[src/common/tmc_pkg.sv]
// ****************************************************************
// Timer counter package
// ****************************************************************
package tmc_pkg;

    // Register byte offsets on the AXI4-Lite bus.
    localparam logic [7:0] OFS_CTRL    = 8'h00;
    localparam logic [7:0] OFS_COUNT   = 8'h04;
    localparam logic [7:0] OFS_COMPARE = 8'h08;
    localparam logic [7:0] OFS_STATUS  = 8'h0C;
    localparam logic [7:0] OFS_IRQEN   = 8'h10;
    localparam logic [7:0] OFS_STATE   = 8'h14;

    // Field positions in the control register.
    localparam int CTRL_CS_LSB    = 0;
    localparam int CTRL_WM_LSB    = 3;
    localparam int CTRL_OM_LSB    = 5;
    localparam int CTRL_FORCE_BIT = 7;

    // Field positions in the status and enable registers.
    localparam int STAT_OVF_BIT   = 0;
    localparam int STAT_MATCH_BIT = 1;

    // Field position of the output state in the state register.
    localparam int STATE_OUT_BIT  = 8;

    // Count limits and reset values.
    localparam logic [7:0] COUNT_MAX    = 8'hFF;
    localparam logic [7:0] COUNT_BOTTOM = 8'h00;
    localparam logic [7:0] RESET_BYTE   = 8'h00;

    // Prescaler width; the slowest tick divides the clock by 1024.
    localparam int PRESCALE_W = 10;

    // AXI response codes.
    localparam logic [1:0] RESP_OKAY   = 2'h0;
    localparam logic [1:0] RESP_SLVERR = 2'h2;

    // Counting sequences selected by the waveform mode bits.
    typedef enum logic [1:0]
    {
        WM_NORMAL,
        WM_PHASE_PWM,
        WM_CLEAR_ON_MATCH,
        WM_FAST_PWM
    } tmc_wave_mode_t;

endpackage : tmc_pkg

[src/core/tmc_timer.sv]
// The placing of the registers and register access over AXI4-Lite were chosen for this implementation.
`timescale 1ns/1ns
// What this block does
// - Each timer tick steps the count by one up or down, or clears it.
// - Clock select zero produces no tick; the count holds.
// - Software reads and writes the count at any time.
// - A software count write beats the count step and match of any tick in the same cycle.
// - Waveform mode bits choose direction and clear point of the sequence.
// - Overflow flag sets at the mode-dependent point, never in fast PWM, and can raise an interrupt.
// - An 8-bit comparator flags equality of count and active compare every cycle.
// - A match sets the compare match flag one timer tick later.
// - Enabled set match flag requests an interrupt; servicing clears it.
// - Writing one to the match flag clears it; zero leaves it.
// - Match, top and bottom indications go out to the waveform logic.
// - Compare is double buffered in PWM modes, direct in normal and clear-on-match.
// - Buffered compare copies to active only at top or bottom.
// - Compare address reaches the buffer when buffered, else the active register.
// - Force strobe in non-PWM modes updates output only, no flag, no clear.
// - A count write blocks the match flag and output action during the next timer tick.
// - The output state survives a waveform mode change.
// - Output mode bits bypass the compare buffer and act at once.
// - Bottom shows when count is zero, top when count reaches sequence top.
// - Maximum count is 0xFF; top is maximum or compare, by mode.
// - Bottom is the count value 0x00.
module tmc_timer
    import tmc_pkg::*;
(
    input  wire logic        clk,
    input  wire logic        rstn,
    input  wire logic [7:0]  awaddr,
    input  wire logic        awvalid,
    output      logic        awready,
    input  wire logic [31:0] wdata,
    input  wire logic [3:0]  wstrb,
    input  wire logic        wvalid,
    output      logic        wready,
    output      logic [1:0]  bresp,
    output      logic        bvalid,
    input  wire logic        bready,
    input  wire logic [7:0]  araddr,
    input  wire logic        arvalid,
    output      logic        arready,
    output      logic [31:0] rdata,
    output      logic [1:0]  rresp,
    output      logic        rvalid,
    input  wire logic        rready,
    input  wire logic        overflowIrqAck,
    input  wire logic        compareIrqAck,
    output      logic        overflowIrq,
    output      logic        compareIrq,
    output      logic        matchOut,
    output      logic        topOut,
    output      logic        bottomOut,
    output      logic        countDownOut,
    output      logic [1:0]  compareOutputMode,
    output      logic        compareOutputState
);
    import tmc_pkg::*;

    // ****************************************************************
    // Declarations
    // ****************************************************************
    logic                  awHeld_q, wHeld_q, bvalid_q, rvalid_q;
    logic [7:0]            awAddr_q;
    logic [31:0]           wData_q, rdata_q;
    logic [3:0]            wStrb_q;
    logic [1:0]            bresp_q, rresp_q;
    logic [2:0]            clockSelect_q;
    tmc_wave_mode_t        waveMode_q;
    logic [1:0]            outMode_q;
    logic [7:0]            count_q, compareActive_q, compareBuffer_q;
    logic                  overflowFlag_q, matchFlag_q, outState_q, countDown_q, blockMatch_q;
    logic [1:0]            irqEnable_q;
    logic [PRESCALE_W-1:0] prescale_q;
    logic                  doWrite, wrLane0, tick, isPwm, match, atTop, atBottom;
    logic                  cpuCountWr, cpuCtrlWr, cpuCompareWr, cpuStatusWr, forceStrobe;
    logic                  matchEvent, reloadPoint, nextDown, pwmLevel, wrapPoint;
    logic [7:0]            topValue, countNext;

    // Tick mask per clock select: each nonzero setting picks a power-of-two division.
    function automatic logic [PRESCALE_W-1:0] tick_mask(input logic [2:0] sel);
        unique case (sel)
            3'h0, 3'h1: tick_mask = 10'h000;
            3'h2:       tick_mask = 10'h007;
            3'h3:       tick_mask = 10'h01F;
            3'h4:       tick_mask = 10'h03F;
            3'h5:       tick_mask = 10'h07F;
            3'h6:       tick_mask = 10'h0FF;
            3'h7:       tick_mask = 10'h3FF;
        endcase
    endfunction

    // Non-PWM output action: toggle, clear or set by the output mode bits.
    function automatic logic non_pwm_action(input logic [1:0] om, input logic cur);
        unique case (om)
            2'h0: non_pwm_action = cur;
            2'h1: non_pwm_action = ~cur;
            2'h2: non_pwm_action = 1'b0;
            2'h3: non_pwm_action = 1'b1;
        endcase
    endfunction

    // ****************************************************************
    // AXI4-Lite slave
    // ****************************************************************
    // Address and data are taken independently; the write fires once both are held.
    assign awready = ~awHeld_q;
    assign wready  = ~wHeld_q;
    assign arready = ~rvalid_q;
    assign doWrite = awHeld_q & wHeld_q & ~bvalid_q;
    assign wrLane0 = doWrite & wStrb_q[0];
    assign bvalid  = bvalid_q;
    assign bresp   = bresp_q;
    assign rvalid  = rvalid_q;
    assign rresp   = rresp_q;
    assign rdata   = rdata_q;

    // Write address and data holding stages.
    always_ff @(posedge clk or negedge rstn)
    begin
        if (!rstn)
        begin
            awHeld_q <= 1'b0;
            wHeld_q  <= 1'b0;
            awAddr_q <= 8'h00;
            wData_q  <= 32'h0000_0000;
            wStrb_q  <= 4'h0;
        end
        else
        begin
            if (awvalid && awready)
            begin
                awHeld_q <= 1'b1;
                awAddr_q <= awaddr;
            end
            else if (doWrite)
            begin
                awHeld_q <= 1'b0;
            end
            if (wvalid && wready)
            begin
                wHeld_q <= 1'b1;
                wData_q <= wdata;
                wStrb_q <= wstrb;
            end
            else if (doWrite)
            begin
                wHeld_q <= 1'b0;
            end
        end
    end

    // Write response; an unmapped or read-only offset answers SLVERR.
    always_ff @(posedge clk or negedge rstn)
    begin
        if (!rstn)
        begin
            bvalid_q <= 1'b0;
            bresp_q  <= RESP_OKAY;
        end
        else if (doWrite)
        begin
            bvalid_q <= 1'b1;
            unique case (awAddr_q)
                OFS_CTRL, OFS_COUNT, OFS_COMPARE, OFS_STATUS, OFS_IRQEN: bresp_q <= RESP_OKAY;
                default: bresp_q <= RESP_SLVERR;
            endcase
        end
        else if (bready)
        begin
            bvalid_q <= 1'b0;
        end
    end

    // Read channel, answered the cycle after the address is taken.
    always_ff @(posedge clk or negedge rstn)
    begin
        if (!rstn)
        begin
            rvalid_q <= 1'b0;
            rresp_q  <= RESP_OKAY;
            rdata_q  <= 32'h0000_0000;
        end
        else if (arvalid && arready)
        begin
            rvalid_q <= 1'b1;
            rresp_q  <= RESP_OKAY;
            unique case (araddr)
                OFS_CTRL:    rdata_q <= {24'h000000, 1'b0, outMode_q, waveMode_q, clockSelect_q};
                OFS_COUNT:   rdata_q <= {24'h000000, count_q};
                OFS_COMPARE: rdata_q <= {24'h000000, isPwm ? compareBuffer_q : compareActive_q};
                OFS_STATUS:  rdata_q <= {30'h00000000, matchFlag_q, overflowFlag_q};
                OFS_IRQEN:   rdata_q <= {30'h00000000, irqEnable_q};
                OFS_STATE:   rdata_q <= {23'h000000, outState_q, compareActive_q};
                default:
                begin
                    rdata_q <= 32'h0000_0000;
                    rresp_q <= RESP_SLVERR;
                end
            endcase
        end
        else if (rready)
        begin
            rvalid_q <= 1'b0;
        end
    end

    // ****************************************************************
    // Register writes
    // ****************************************************************
    assign cpuCtrlWr    = wrLane0 && (awAddr_q == OFS_CTRL);
    assign cpuCountWr   = wrLane0 && (awAddr_q == OFS_COUNT);
    assign cpuCompareWr = wrLane0 && (awAddr_q == OFS_COMPARE);
    assign cpuStatusWr  = wrLane0 && (awAddr_q == OFS_STATUS);
    // The force bit is a strobe and never stored, so it always reads zero.
    assign forceStrobe  = cpuCtrlWr && wData_q[CTRL_FORCE_BIT];

    // Control and interrupt enable registers.
    always_ff @(posedge clk or negedge rstn)
    begin
        if (!rstn)
        begin
            clockSelect_q <= 3'h0;
            waveMode_q    <= WM_NORMAL;
            outMode_q     <= 2'h0;
            irqEnable_q   <= 2'h0;
        end
        else
        begin
            if (cpuCtrlWr)
            begin
                clockSelect_q <= wData_q[CTRL_CS_LSB +: 3];
                waveMode_q    <= tmc_wave_mode_t'(wData_q[CTRL_WM_LSB +: 2]);
                outMode_q     <= wData_q[CTRL_OM_LSB +: 2];
            end
            if (wrLane0 && (awAddr_q == OFS_IRQEN))
            begin
                irqEnable_q <= wData_q[1:0];
            end
        end
    end

    // ****************************************************************
    // Tick and counter
    // ****************************************************************
    // Free-running prescaler; a tick fires when the selected low bits are all ones.
    always_ff @(posedge clk or negedge rstn)
    begin
        if (!rstn)
        begin
            prescale_q <= 10'h000;
        end
        else
        begin
            prescale_q <= prescale_q + 10'h001;
        end
    end

    assign tick = (clockSelect_q != 3'h0) &&
                  ((prescale_q & tick_mask(clockSelect_q)) == tick_mask(clockSelect_q));

    assign isPwm    = (waveMode_q == WM_PHASE_PWM) || (waveMode_q == WM_FAST_PWM);
    assign topValue = (waveMode_q == WM_CLEAR_ON_MATCH) ? compareActive_q : COUNT_MAX;
    assign atTop    = (count_q == topValue);
    assign atBottom = (count_q == COUNT_BOTTOM);
    assign match    = (count_q == compareActive_q);
    // Point where a normal or clear-on-match sequence leaves the maximum and wraps to bottom.
    assign wrapPoint = tick && (count_q == COUNT_MAX) && !isPwm;
    // Phase-correct direction turns at either end of the sequence.
    assign nextDown = atTop ? 1'b1 : (atBottom ? 1'b0 : countDown_q);

    always_comb
    begin
        unique case (waveMode_q)
            WM_CLEAR_ON_MATCH: countNext = atTop ? COUNT_BOTTOM : count_q + 8'h01;
            WM_PHASE_PWM:      countNext = nextDown ? count_q - 8'h01 : count_q + 8'h01;
            WM_NORMAL, WM_FAST_PWM: countNext = count_q + 8'h01;
        endcase
    end

    // Count register; a software write wins over a tick in the same cycle.
    // reset clears state
    always_ff @(posedge clk or negedge rstn)
    begin
        if (!rstn)
        begin
            count_q     <= RESET_BYTE;
            countDown_q <= 1'b0;
        end
        else if (cpuCountWr)
        begin
            count_q <= wData_q[7:0];
        end
        else if (tick)
        begin
            count_q     <= countNext;
            countDown_q <= (waveMode_q == WM_PHASE_PWM) ? nextDown : 1'b0;
        end
    end

    // ****************************************************************
    // Compare registers
    // ****************************************************************
    // Fast PWM reloads as the count wraps to bottom, phase-correct at top.
    assign reloadPoint = tick && (((waveMode_q == WM_FAST_PWM) && (count_q == COUNT_MAX)) ||
                                  ((waveMode_q == WM_PHASE_PWM) && atTop));

    // Buffered compare in PWM modes, direct in the others.
    always_ff @(posedge clk or negedge rstn)
    begin
        if (!rstn)
        begin
            compareActive_q <= RESET_BYTE;
            compareBuffer_q <= RESET_BYTE;
        end
        else
        begin
            if (cpuCompareWr)
            begin
                compareBuffer_q <= wData_q[7:0];
            end
            if (cpuCompareWr && !isPwm)
            begin
                compareActive_q <= wData_q[7:0];
            end
            else if (isPwm && reloadPoint)
            begin
                compareActive_q <= compareBuffer_q;
            end
        end
    end

    // ****************************************************************
    // Match blocking, flags and output state
    // ****************************************************************
    // block next tick after count write
    always_ff @(posedge clk or negedge rstn)
    begin
        if (!rstn)
        begin
            blockMatch_q <= 1'b0;
        end
        else if (cpuCountWr)
        begin
            blockMatch_q <= 1'b1;
        end
        else if (tick)
        begin
            blockMatch_q <= 1'b0;
        end
    end

    assign matchEvent = tick && match && !blockMatch_q && !cpuCountWr;

    // Sticky flags; a set in the cycle of a clear wins so no event is lost.
    always_ff @(posedge clk or negedge rstn)
    begin
        if (!rstn)
        begin
            overflowFlag_q <= 1'b0;
            matchFlag_q    <= 1'b0;
        end
        else
        begin
            if (wrapPoint || (tick && (waveMode_q == WM_PHASE_PWM) && atBottom && !cpuCountWr))
            begin
                overflowFlag_q <= 1'b1;
            end
            else if (overflowIrqAck || (cpuStatusWr && wData_q[STAT_OVF_BIT]))
            begin
                overflowFlag_q <= 1'b0;
            end
            if (matchEvent)
            begin
                matchFlag_q <= 1'b1;
            end
            else if (compareIrqAck || (cpuStatusWr && wData_q[STAT_MATCH_BIT]))
            begin
                matchFlag_q <= 1'b0;
            end
        end
    end

    // Level on match in PWM modes; inverting mode and down counting swap it.
    assign pwmLevel = outMode_q[0] ^ ((waveMode_q == WM_PHASE_PWM) && countDown_q);

    always_ff @(posedge clk or negedge rstn)
    begin
        if (!rstn)
        begin
            outState_q <= 1'b0;
        end
        else if ((matchEvent || forceStrobe) && !isPwm)
        begin
            outState_q <= non_pwm_action(outMode_q, outState_q);
        end
        else if (matchEvent && outMode_q[1])
        begin
            outState_q <= pwmLevel;
        end
        else if (tick && (waveMode_q == WM_FAST_PWM) && (count_q == COUNT_MAX) && outMode_q[1])
        begin
            outState_q <= ~outMode_q[0];
        end
    end

    // ****************************************************************
    // Outputs
    // ****************************************************************
    // indications to waveform logic
    assign matchOut           = match;
    assign topOut             = atTop;
    assign bottomOut          = atBottom;
    assign countDownOut       = countDown_q;
    assign compareOutputMode  = outMode_q;
    assign compareOutputState = outState_q;
    assign compareIrq         = matchFlag_q & irqEnable_q[STAT_MATCH_BIT];
    assign overflowIrq        = overflowFlag_q & irqEnable_q[STAT_OVF_BIT];
endmodule // tmc_timer

[config.mk]
export PLATFORM = sky130hd
export DESIGN_NAME = tmc_timer
export DESIGN_NICKNAME = d
export VERILOG_FILES = /design/src/common/tmc_pkg.sv /design/src/core/tmc_timer.sv
export SDC_FILE = /design/constraint.sdc
export NUM_CORES = 1
export LEC_CHECK = 0
export BUFFER_PORTS_ARGS = -buffer_cell sky130_fd_sc_hd__buf_2
export CAP_MARGIN = 20
export CORE_UTILIZATION = 30
export DETAILED_ROUTE_END_ITERATION = 6
export MAX_ROUTING_LAYER = met4
export PLACE_DENSITY = 0.51
export SYNTH_ARGS = -nofsm -noshare
export SYNTH_HDL_FRONTEND = slang
export SYNTH_SLANG_ARGS = --single-unit
[constraint.sdc]
create_clock -name clk -period 5.6 [get_ports clk]
set_clock_uncertainty 0.15 [all_clocks]
set_input_delay 0.56 -clock clk [delete_from_list [all_inputs] [get_ports clk]]
set_output_delay 0.56 -clock clk [all_outputs]
set_load 0.02 [all_outputs]
; ---- Word level (Yosys, flattened, before mapping)
; Memory sizes are Yosys's and may differ from the RTL's.
; Cells that the tools add are included.
[classes]
n_addsub = 3
multipliers = 0
n_div = 0
order_cmp = 0
eq_ne = 20
shifts = 0
mux = 32
bitwise = 14
n_reduce_logical = 60
[op_table]
columns = cell, count
row1 = two-way mux 8 bit, 8
row2 = one-hot mux 9 bit (6 select lines), 1
row3 = equality test 8 x 4 -> 1 bit (second input constant), 4
row4 = logical AND 1 bit, 31
row5 = equality test 8 x 5 -> 1 bit (second input constant), 3
row6 = logical NOT 8 bit, 3
row7 = one-hot mux 8 bit (3 select lines), 1
row8 = two-way mux 1 bit, 19
row9 = equality test 8 x 3 -> 1 bit (second input constant), 2
row10 = equality test 8 bit, 2
row11 = nonzero test 2 bit, 8
row12 = adder 10 x 1 -> 10 bit (second input constant), 1
row13 = AND 10 bit, 1
row14 = equality test 10 bit, 1
row15 = adder 8 x 1 -> 8 bit (second input constant), 1
row16 = equality test 2 bit (second input constant), 4
row17 = equality test 8 bit (second input constant), 1
row18 = subtractor 8 x 1 -> 8 bit (second input constant), 1
row19 = inverter 1 bit, 7
row20 = logical OR 1 bit, 6
row21 = nonzero test 3 bit, 2
row22 = OR reduction 6 bit, 1
row23 = AND 1 bit, 5
row24 = OR reduction 5 bit, 1
row25 = 9 further kinds, 15
[word_totals]
regBits = 105
latchBits = 0
ramBits = 0
mem_bits_ro = 160
inputBits = 61
output_inout_bits = 50
word_cells = 154
memories = 2
[memory_table]
columns = name, words, width, rd, rd_clocked_by_memory_dff, write_ports, line
row1 = (name not given), 8, 10, 1, 0, 0, tmc_timer.sv:82  ; unique case (sel)
row2 = (name not given), 8, 10, 1, 0, 0, tmc_timer.sv:82

; ---- Logic depth before layout (Yosys ltp)
; An unclocked memory read counts as a cell.
[depth]
word_depth = 11
mapped_depth = 10
mapped_depth_nobuf = 9

; ---- Least setup slack after synthesis
; Ideal clock, no wire load.
[synth_path]
kind = register -> register
start = reg waveMode_q[0]
end = reg count_q[3]
setup_ns = 0.126
arrival_ns = 2.133
required_ns = 5.324
path_slack_ns = 3.191
path_stages_with_launch = 10
path_buffers = 0
synth_period_minus_slack_ns = 2.409
path_cell_list = dfrtp_1 > inv_1 > ha_1 > or2_2 > a32o_1 > o21ai_0 > a21boi_0 > a21boi_0 > o22ai_1 > a221o_1
[synth_between]
elab_chain_cells = 8
word_cells_on_any_way = 13
classes_between = eq/ne: 4 / mux: 7 / reduce/logical: 2
[synth_rtl]
columns = element, line
row1 = from (decl), tmc_timer.sv:69  ; tmc_wave_mode_t waveMode_q;
row2 = from (signal assigned), tmc_timer.sv:233  ; waveMode_q <= tmc_wave_mode_t'(wData_q[CTRL_WM_LSB +: 2]);
row3 = equality test 2 bit, "tmc_timer.sv:263, tmc_timer.sv:274"
row4 = two-way mux 8 bit, tmc_timer.sv:263  ; assign topValue = (waveMode_q == WM_CLEAR_ON_MATCH) ? compareActive_q : COUNT_MAX;
row5 = equality test 8 bit, tmc_timer.sv:264  ; assign atTop = (count_q == topValue);
row6 = two-way mux 1 bit, tmc_timer.sv:270  ; assign nextDown = atTop ? 1'b1 : (atBottom ? 1'b0 : countDown_q);
row7 = two-way mux 8 bit, tmc_timer.sv:276  ; WM_PHASE_PWM: countNext = nextDown ? count_q - 8'h01 : count_q + 8'h01;
row8 = one-hot mux 8 bit (3 select lines) (*), tmc_timer.sv:274  ; unique case (waveMode_q)
row9 = two-way mux 8 bit (*), tmc_timer.sv:294  ; else if (tick)
row10 = two-way mux 8 bit (*), tmc_timer.sv:290  ; else if (cpuCountWr)
row11 = to (signal assigned), tmc_timer.sv:292  ; count_q <= wData_q[7:0];
row12 = to (signal assigned), tmc_timer.sv:296  ; count_q <= countNext;
row13 = to (decl), tmc_timer.sv:71  ; logic [7:0] count_q, compareActive_q, compareBuffer_q;
; Every way passes the cells marked *; elsewhere a longest branch is shown, timed or not. The select of a mux whose other input is x is not followed.
; A chain may end at the register's enable or synchronous reset.

; ---- Final worst setup path
[layout_path]
start = reg count_q[2]
end = reg count_q[3]
[layout_between]
elab_chain_cells = 7
word_cells_on_any_way = 11
classes_between = add/sub: 2 / eq/ne: 1 / mux: 7 / reduce/logical: 1
[layout_rtl]
columns = element, line
row1 = "parallel branches: the longest is 4 deep, another holds adder 8 x 1 -> 8 bit", --
row2 = one-hot mux 8 bit (3 select lines) (*), tmc_timer.sv:274
row3 = two-way mux 8 bit (*), tmc_timer.sv:294
row4 = two-way mux 8 bit (*), tmc_timer.sv:290
; Every way passes the cells marked *. The select of a mux whose other input is x is not followed.

==> key figures <==
Worst setup path
  – Crit start category: register
  – Max stage delay cell, worst path: a21oi_1
  – Crit path max fanout: 15
  – Worst EP required: 5.68 ns
  – CP endpoint kind: register
  – Arrival @ worst endpoint: 3.31 ns
  – Critical path's largest stage delay: around 0.84 ns
  – Critical path type: register to register
  – Crit-path cells: nor4_2 > and4_1 > nor2b_1 > a21oi_1 > or2_2 > o22ai_1 > a221o_1
  – R2R Setup Slk: roughly 2.4 ns

Layout
  – Fillcell total: between 1500 and 2000
  – Final instance area: about 5500 um2
  – Most frequent cells in the layout: dfrtp_1 (80), buf_2 (57), nand2_1 (52)
  – ANT cells: 0
  – Final-stage net count: 620
  – Layout cells sized above 1: 0.231
  – Final core utilization: 0.359
  – Area delta synth->final: 15.3%
  – Most common cell after layout, fill and taps aside: dfrtp_1
  – Finished Layout Cells: between 700 and 800

Route
  – Via count: 3908
  – DRT Pass-1 Iters: 7
  – Wire length on met1: 6.01 mm
  – Via density: 5.11
  – Wire length on met3: 836 um
  – Post-Route WL: roughly 13 mm
  – DRT antenna net count: 0
  – Residual DRC: 0
  – DRT iter0 DRCs: about 270
  – Wire length on met2: 5.63 mm
  – Top layer in use: met4
  – Routed WL per cell: about 17 um

Placed design
  – PortBufs: slightly below 60
  – GP Congestion: 0.837
  – Dpl cells: ~750
  – Placement Cell Area: around 5200 um2
  – Dpl hpwl: 9.39 mm

STA
  – Slew margin rel.: 0.266
  – Achievable Freq: ~310 MHz
  – Max Slew Vio Count: 0
  – Setup tns final: 0 ns
  – Tcrit/Tclk final: 0.577
  – Hold_ws: around 0.24 ns
  – Setup violations, final: 0
  – Worst slew pin tran: 1.10 ns
  – Final min period: approximately 3.2 ns
  – RSZ-0062 raised after global routing: false
  – Endpoints failing hold: 0

Clocking
  – TritonCTS clock tree: yes
  – # resized after CTS: 0
  – Clock latency on the worst-skew pair: roughly 0.34 ns
  – Clk pin slew, worst setup/hold paths: 0.06 ns
  – Clk root buf: clkbuf_16
  – Clk sink count: 80
  – CTS Buf Count: 9
  – Longest Clk Path Bufs: 2
  – H-tree depth: 3

Floorplan
  – Total core area: around 15000 um2
  – Starting Density: 0.311
  – # IOs: between 100 and 150
  – Die area: approximately 16000 um2
  – Core Rows: 45
  – Die Y: ~130 um
  – Die width: 128 um

Yosys
  – EDFF count, synth: 0
  – Ys Warns: 0
  – Area share of the largest cell type after synthesis: 0.418
  – Synth Flop Type: dfrtp_1
  – Post-Syn Instances: 500
  – Yosys top cell by area: dfrtp_1
  – Async S/R FF share, synth: 1.00
  – Sequential-to-total area share from yosys stat: 0.418
  – Yosys reg bits: 80
  – Netlist cell types: 69
  – Largest cells by area after synthesis: dfrtp_1 (42%), mux2_2 (7.8%), buf_4 (4.1%)
  – Syn avg cell area: 9.57 um2
  – Cell area after synthesis: 4790 um2

Pwr
  – Worst IR Drop VDD: roughly 0.22 mV
  – Lkg Pwr: approximately 0.0024 uW
  – Pwr dens: between 300 and 400 nW/um2

Global route
  – Via count of the first global-routing pass: around 3800
  – First-pass GRT wire length: about 21 mm
  – Initial antenna violation count: 0
  – Gr usage total: 0.171
  – GRT overflow: 0
  – Pin count of the biggest net entering global routing: about 80

Job
  – Max_cap viols: 0

Run status
  – Status: finished clean

Hold path
  – Worst Hold Class: input pin to register
per-stage QoR:
stage / power, uW / setup WS, ns
floorplan: 1290 / 3.19
global route: 2250 / 2.11
global placement: 1480 / 2.40
CTS: 2130 / 2.38
finish: 2110 / 2.37
detailed placement: 1490 / 2.40
logic make-up (layout without fill, tap and decap cells):
group / after synthesis / in the layout / synth area share
xor+xnor: 13 / 13 / 0.0238
buf+inv: 68 / 98 / 0.0755
fa+ha+maj: 8 / 8 / 0.0209
simple gates: 174 / 174 / 0.192
flops: 80 / 80 / 0.418
mux: 47 / 47 / 0.107
other cells: 1 / 25 / 0.000783
compound gates: 109 / 109 / 0.162
worst paths after layout:
check | depth (start not counted) | to | from
setup / recovery | 7 | count_q[3]$_DFFE_PN0P_ | count_q[2]$_DFFE_PN0P_
hold / removal | 2 | bvalid$_DFFE_PN0P_ | bready
setup reg to reg | 7 | count_q[3]$_DFFE_PN0P_ | count_q[2]$_DFFE_PN0P_
hold reg to reg | 1 | prescale_q[0]$_DFF_PN0_ | prescale_q[0]$_DFF_PN0_
max in group asynchronous | 3 | awAddr_q[2]$_DFFE_PN0P_ | rstn
min in group asynchronous | 2 | wData_q[4]$_DFFE_PN0P_ | rstn
routing by layer:
metal / vias up / global-route usage
li1: 1855 / -
met3: 16 / 0.0371
met5: - / -
met4: 0 / 0.0574
met2: 145 / 0.254
met1: 1892 / 0.228
power breakdown:
part | total (uW) | switching (uW) | leakage [uW] | internal (uW)
logic | 571 | 320 | 0.00125 | 251
registers | 916 | 216 | 0.00103 | 700
clock network | 628 | 230 | 0.000148 | 398
cells in the mapped netlist, drive strengths merged, types with 4 or more instances:
cell and count:
a21oi 19, a22o 7, a31o 4, a31oi 4, and2 5, and3 7
buf 34, clkbuf 12, dfrtp 80, ha 8, inv 22, mux2 34
mux2i 13, nand2 54, nand2b 10, nand3 22, nand4 9, nor2 28
nor2b 5, nor3 11, nor4 5, o21ai 41, o22ai 4, o311ai 4
xnor2 10
flip-flops by register name, summed over array words and instances, names as in the netlist, 2 cells and up:
signal / cells
awAddr_q: 8
clockSelect_q: 3
compareActive_q: 8
compareBuffer_q: 8
compareOutputMode: 2
count_q: 8
irqEnable_q: 2
prescale_q: 10
rdata: 9
wData_q: 8
waveMode_q: 2
timing repair:
action	4_1_cts	5_1_grt
endpoints found under the hold margin	0	8
hold buffers	0	1
setup endpoints to repair	0	0
setup buffers	0	0
worst max-delay path: cells and delay by family (launching register included):
| family | cells | cell delay, ns |
|---|---|---|
| flip-flops | 1 | 0.59 |
| AND/OR/NAND/NOR | 4 | 1.12 |
| AO/OA/AOI/OAI | 3 | 1.25 |
area by class of cell:
type	instances	area (um2)	share of cell area
Clock buffer	11	243	0.0440
Clock inverter	3	67.6	0.0122
Inverter	22	82.6	0.0150
Multi-Input combinational cell	376	2510	0.456
Sequential cell	80	2000	0.363
Tap cell	211	264	0.0478
Timing Repair Buffer	62	345	0.0626
Note: power is estimated with default switching activity, not from simulation.
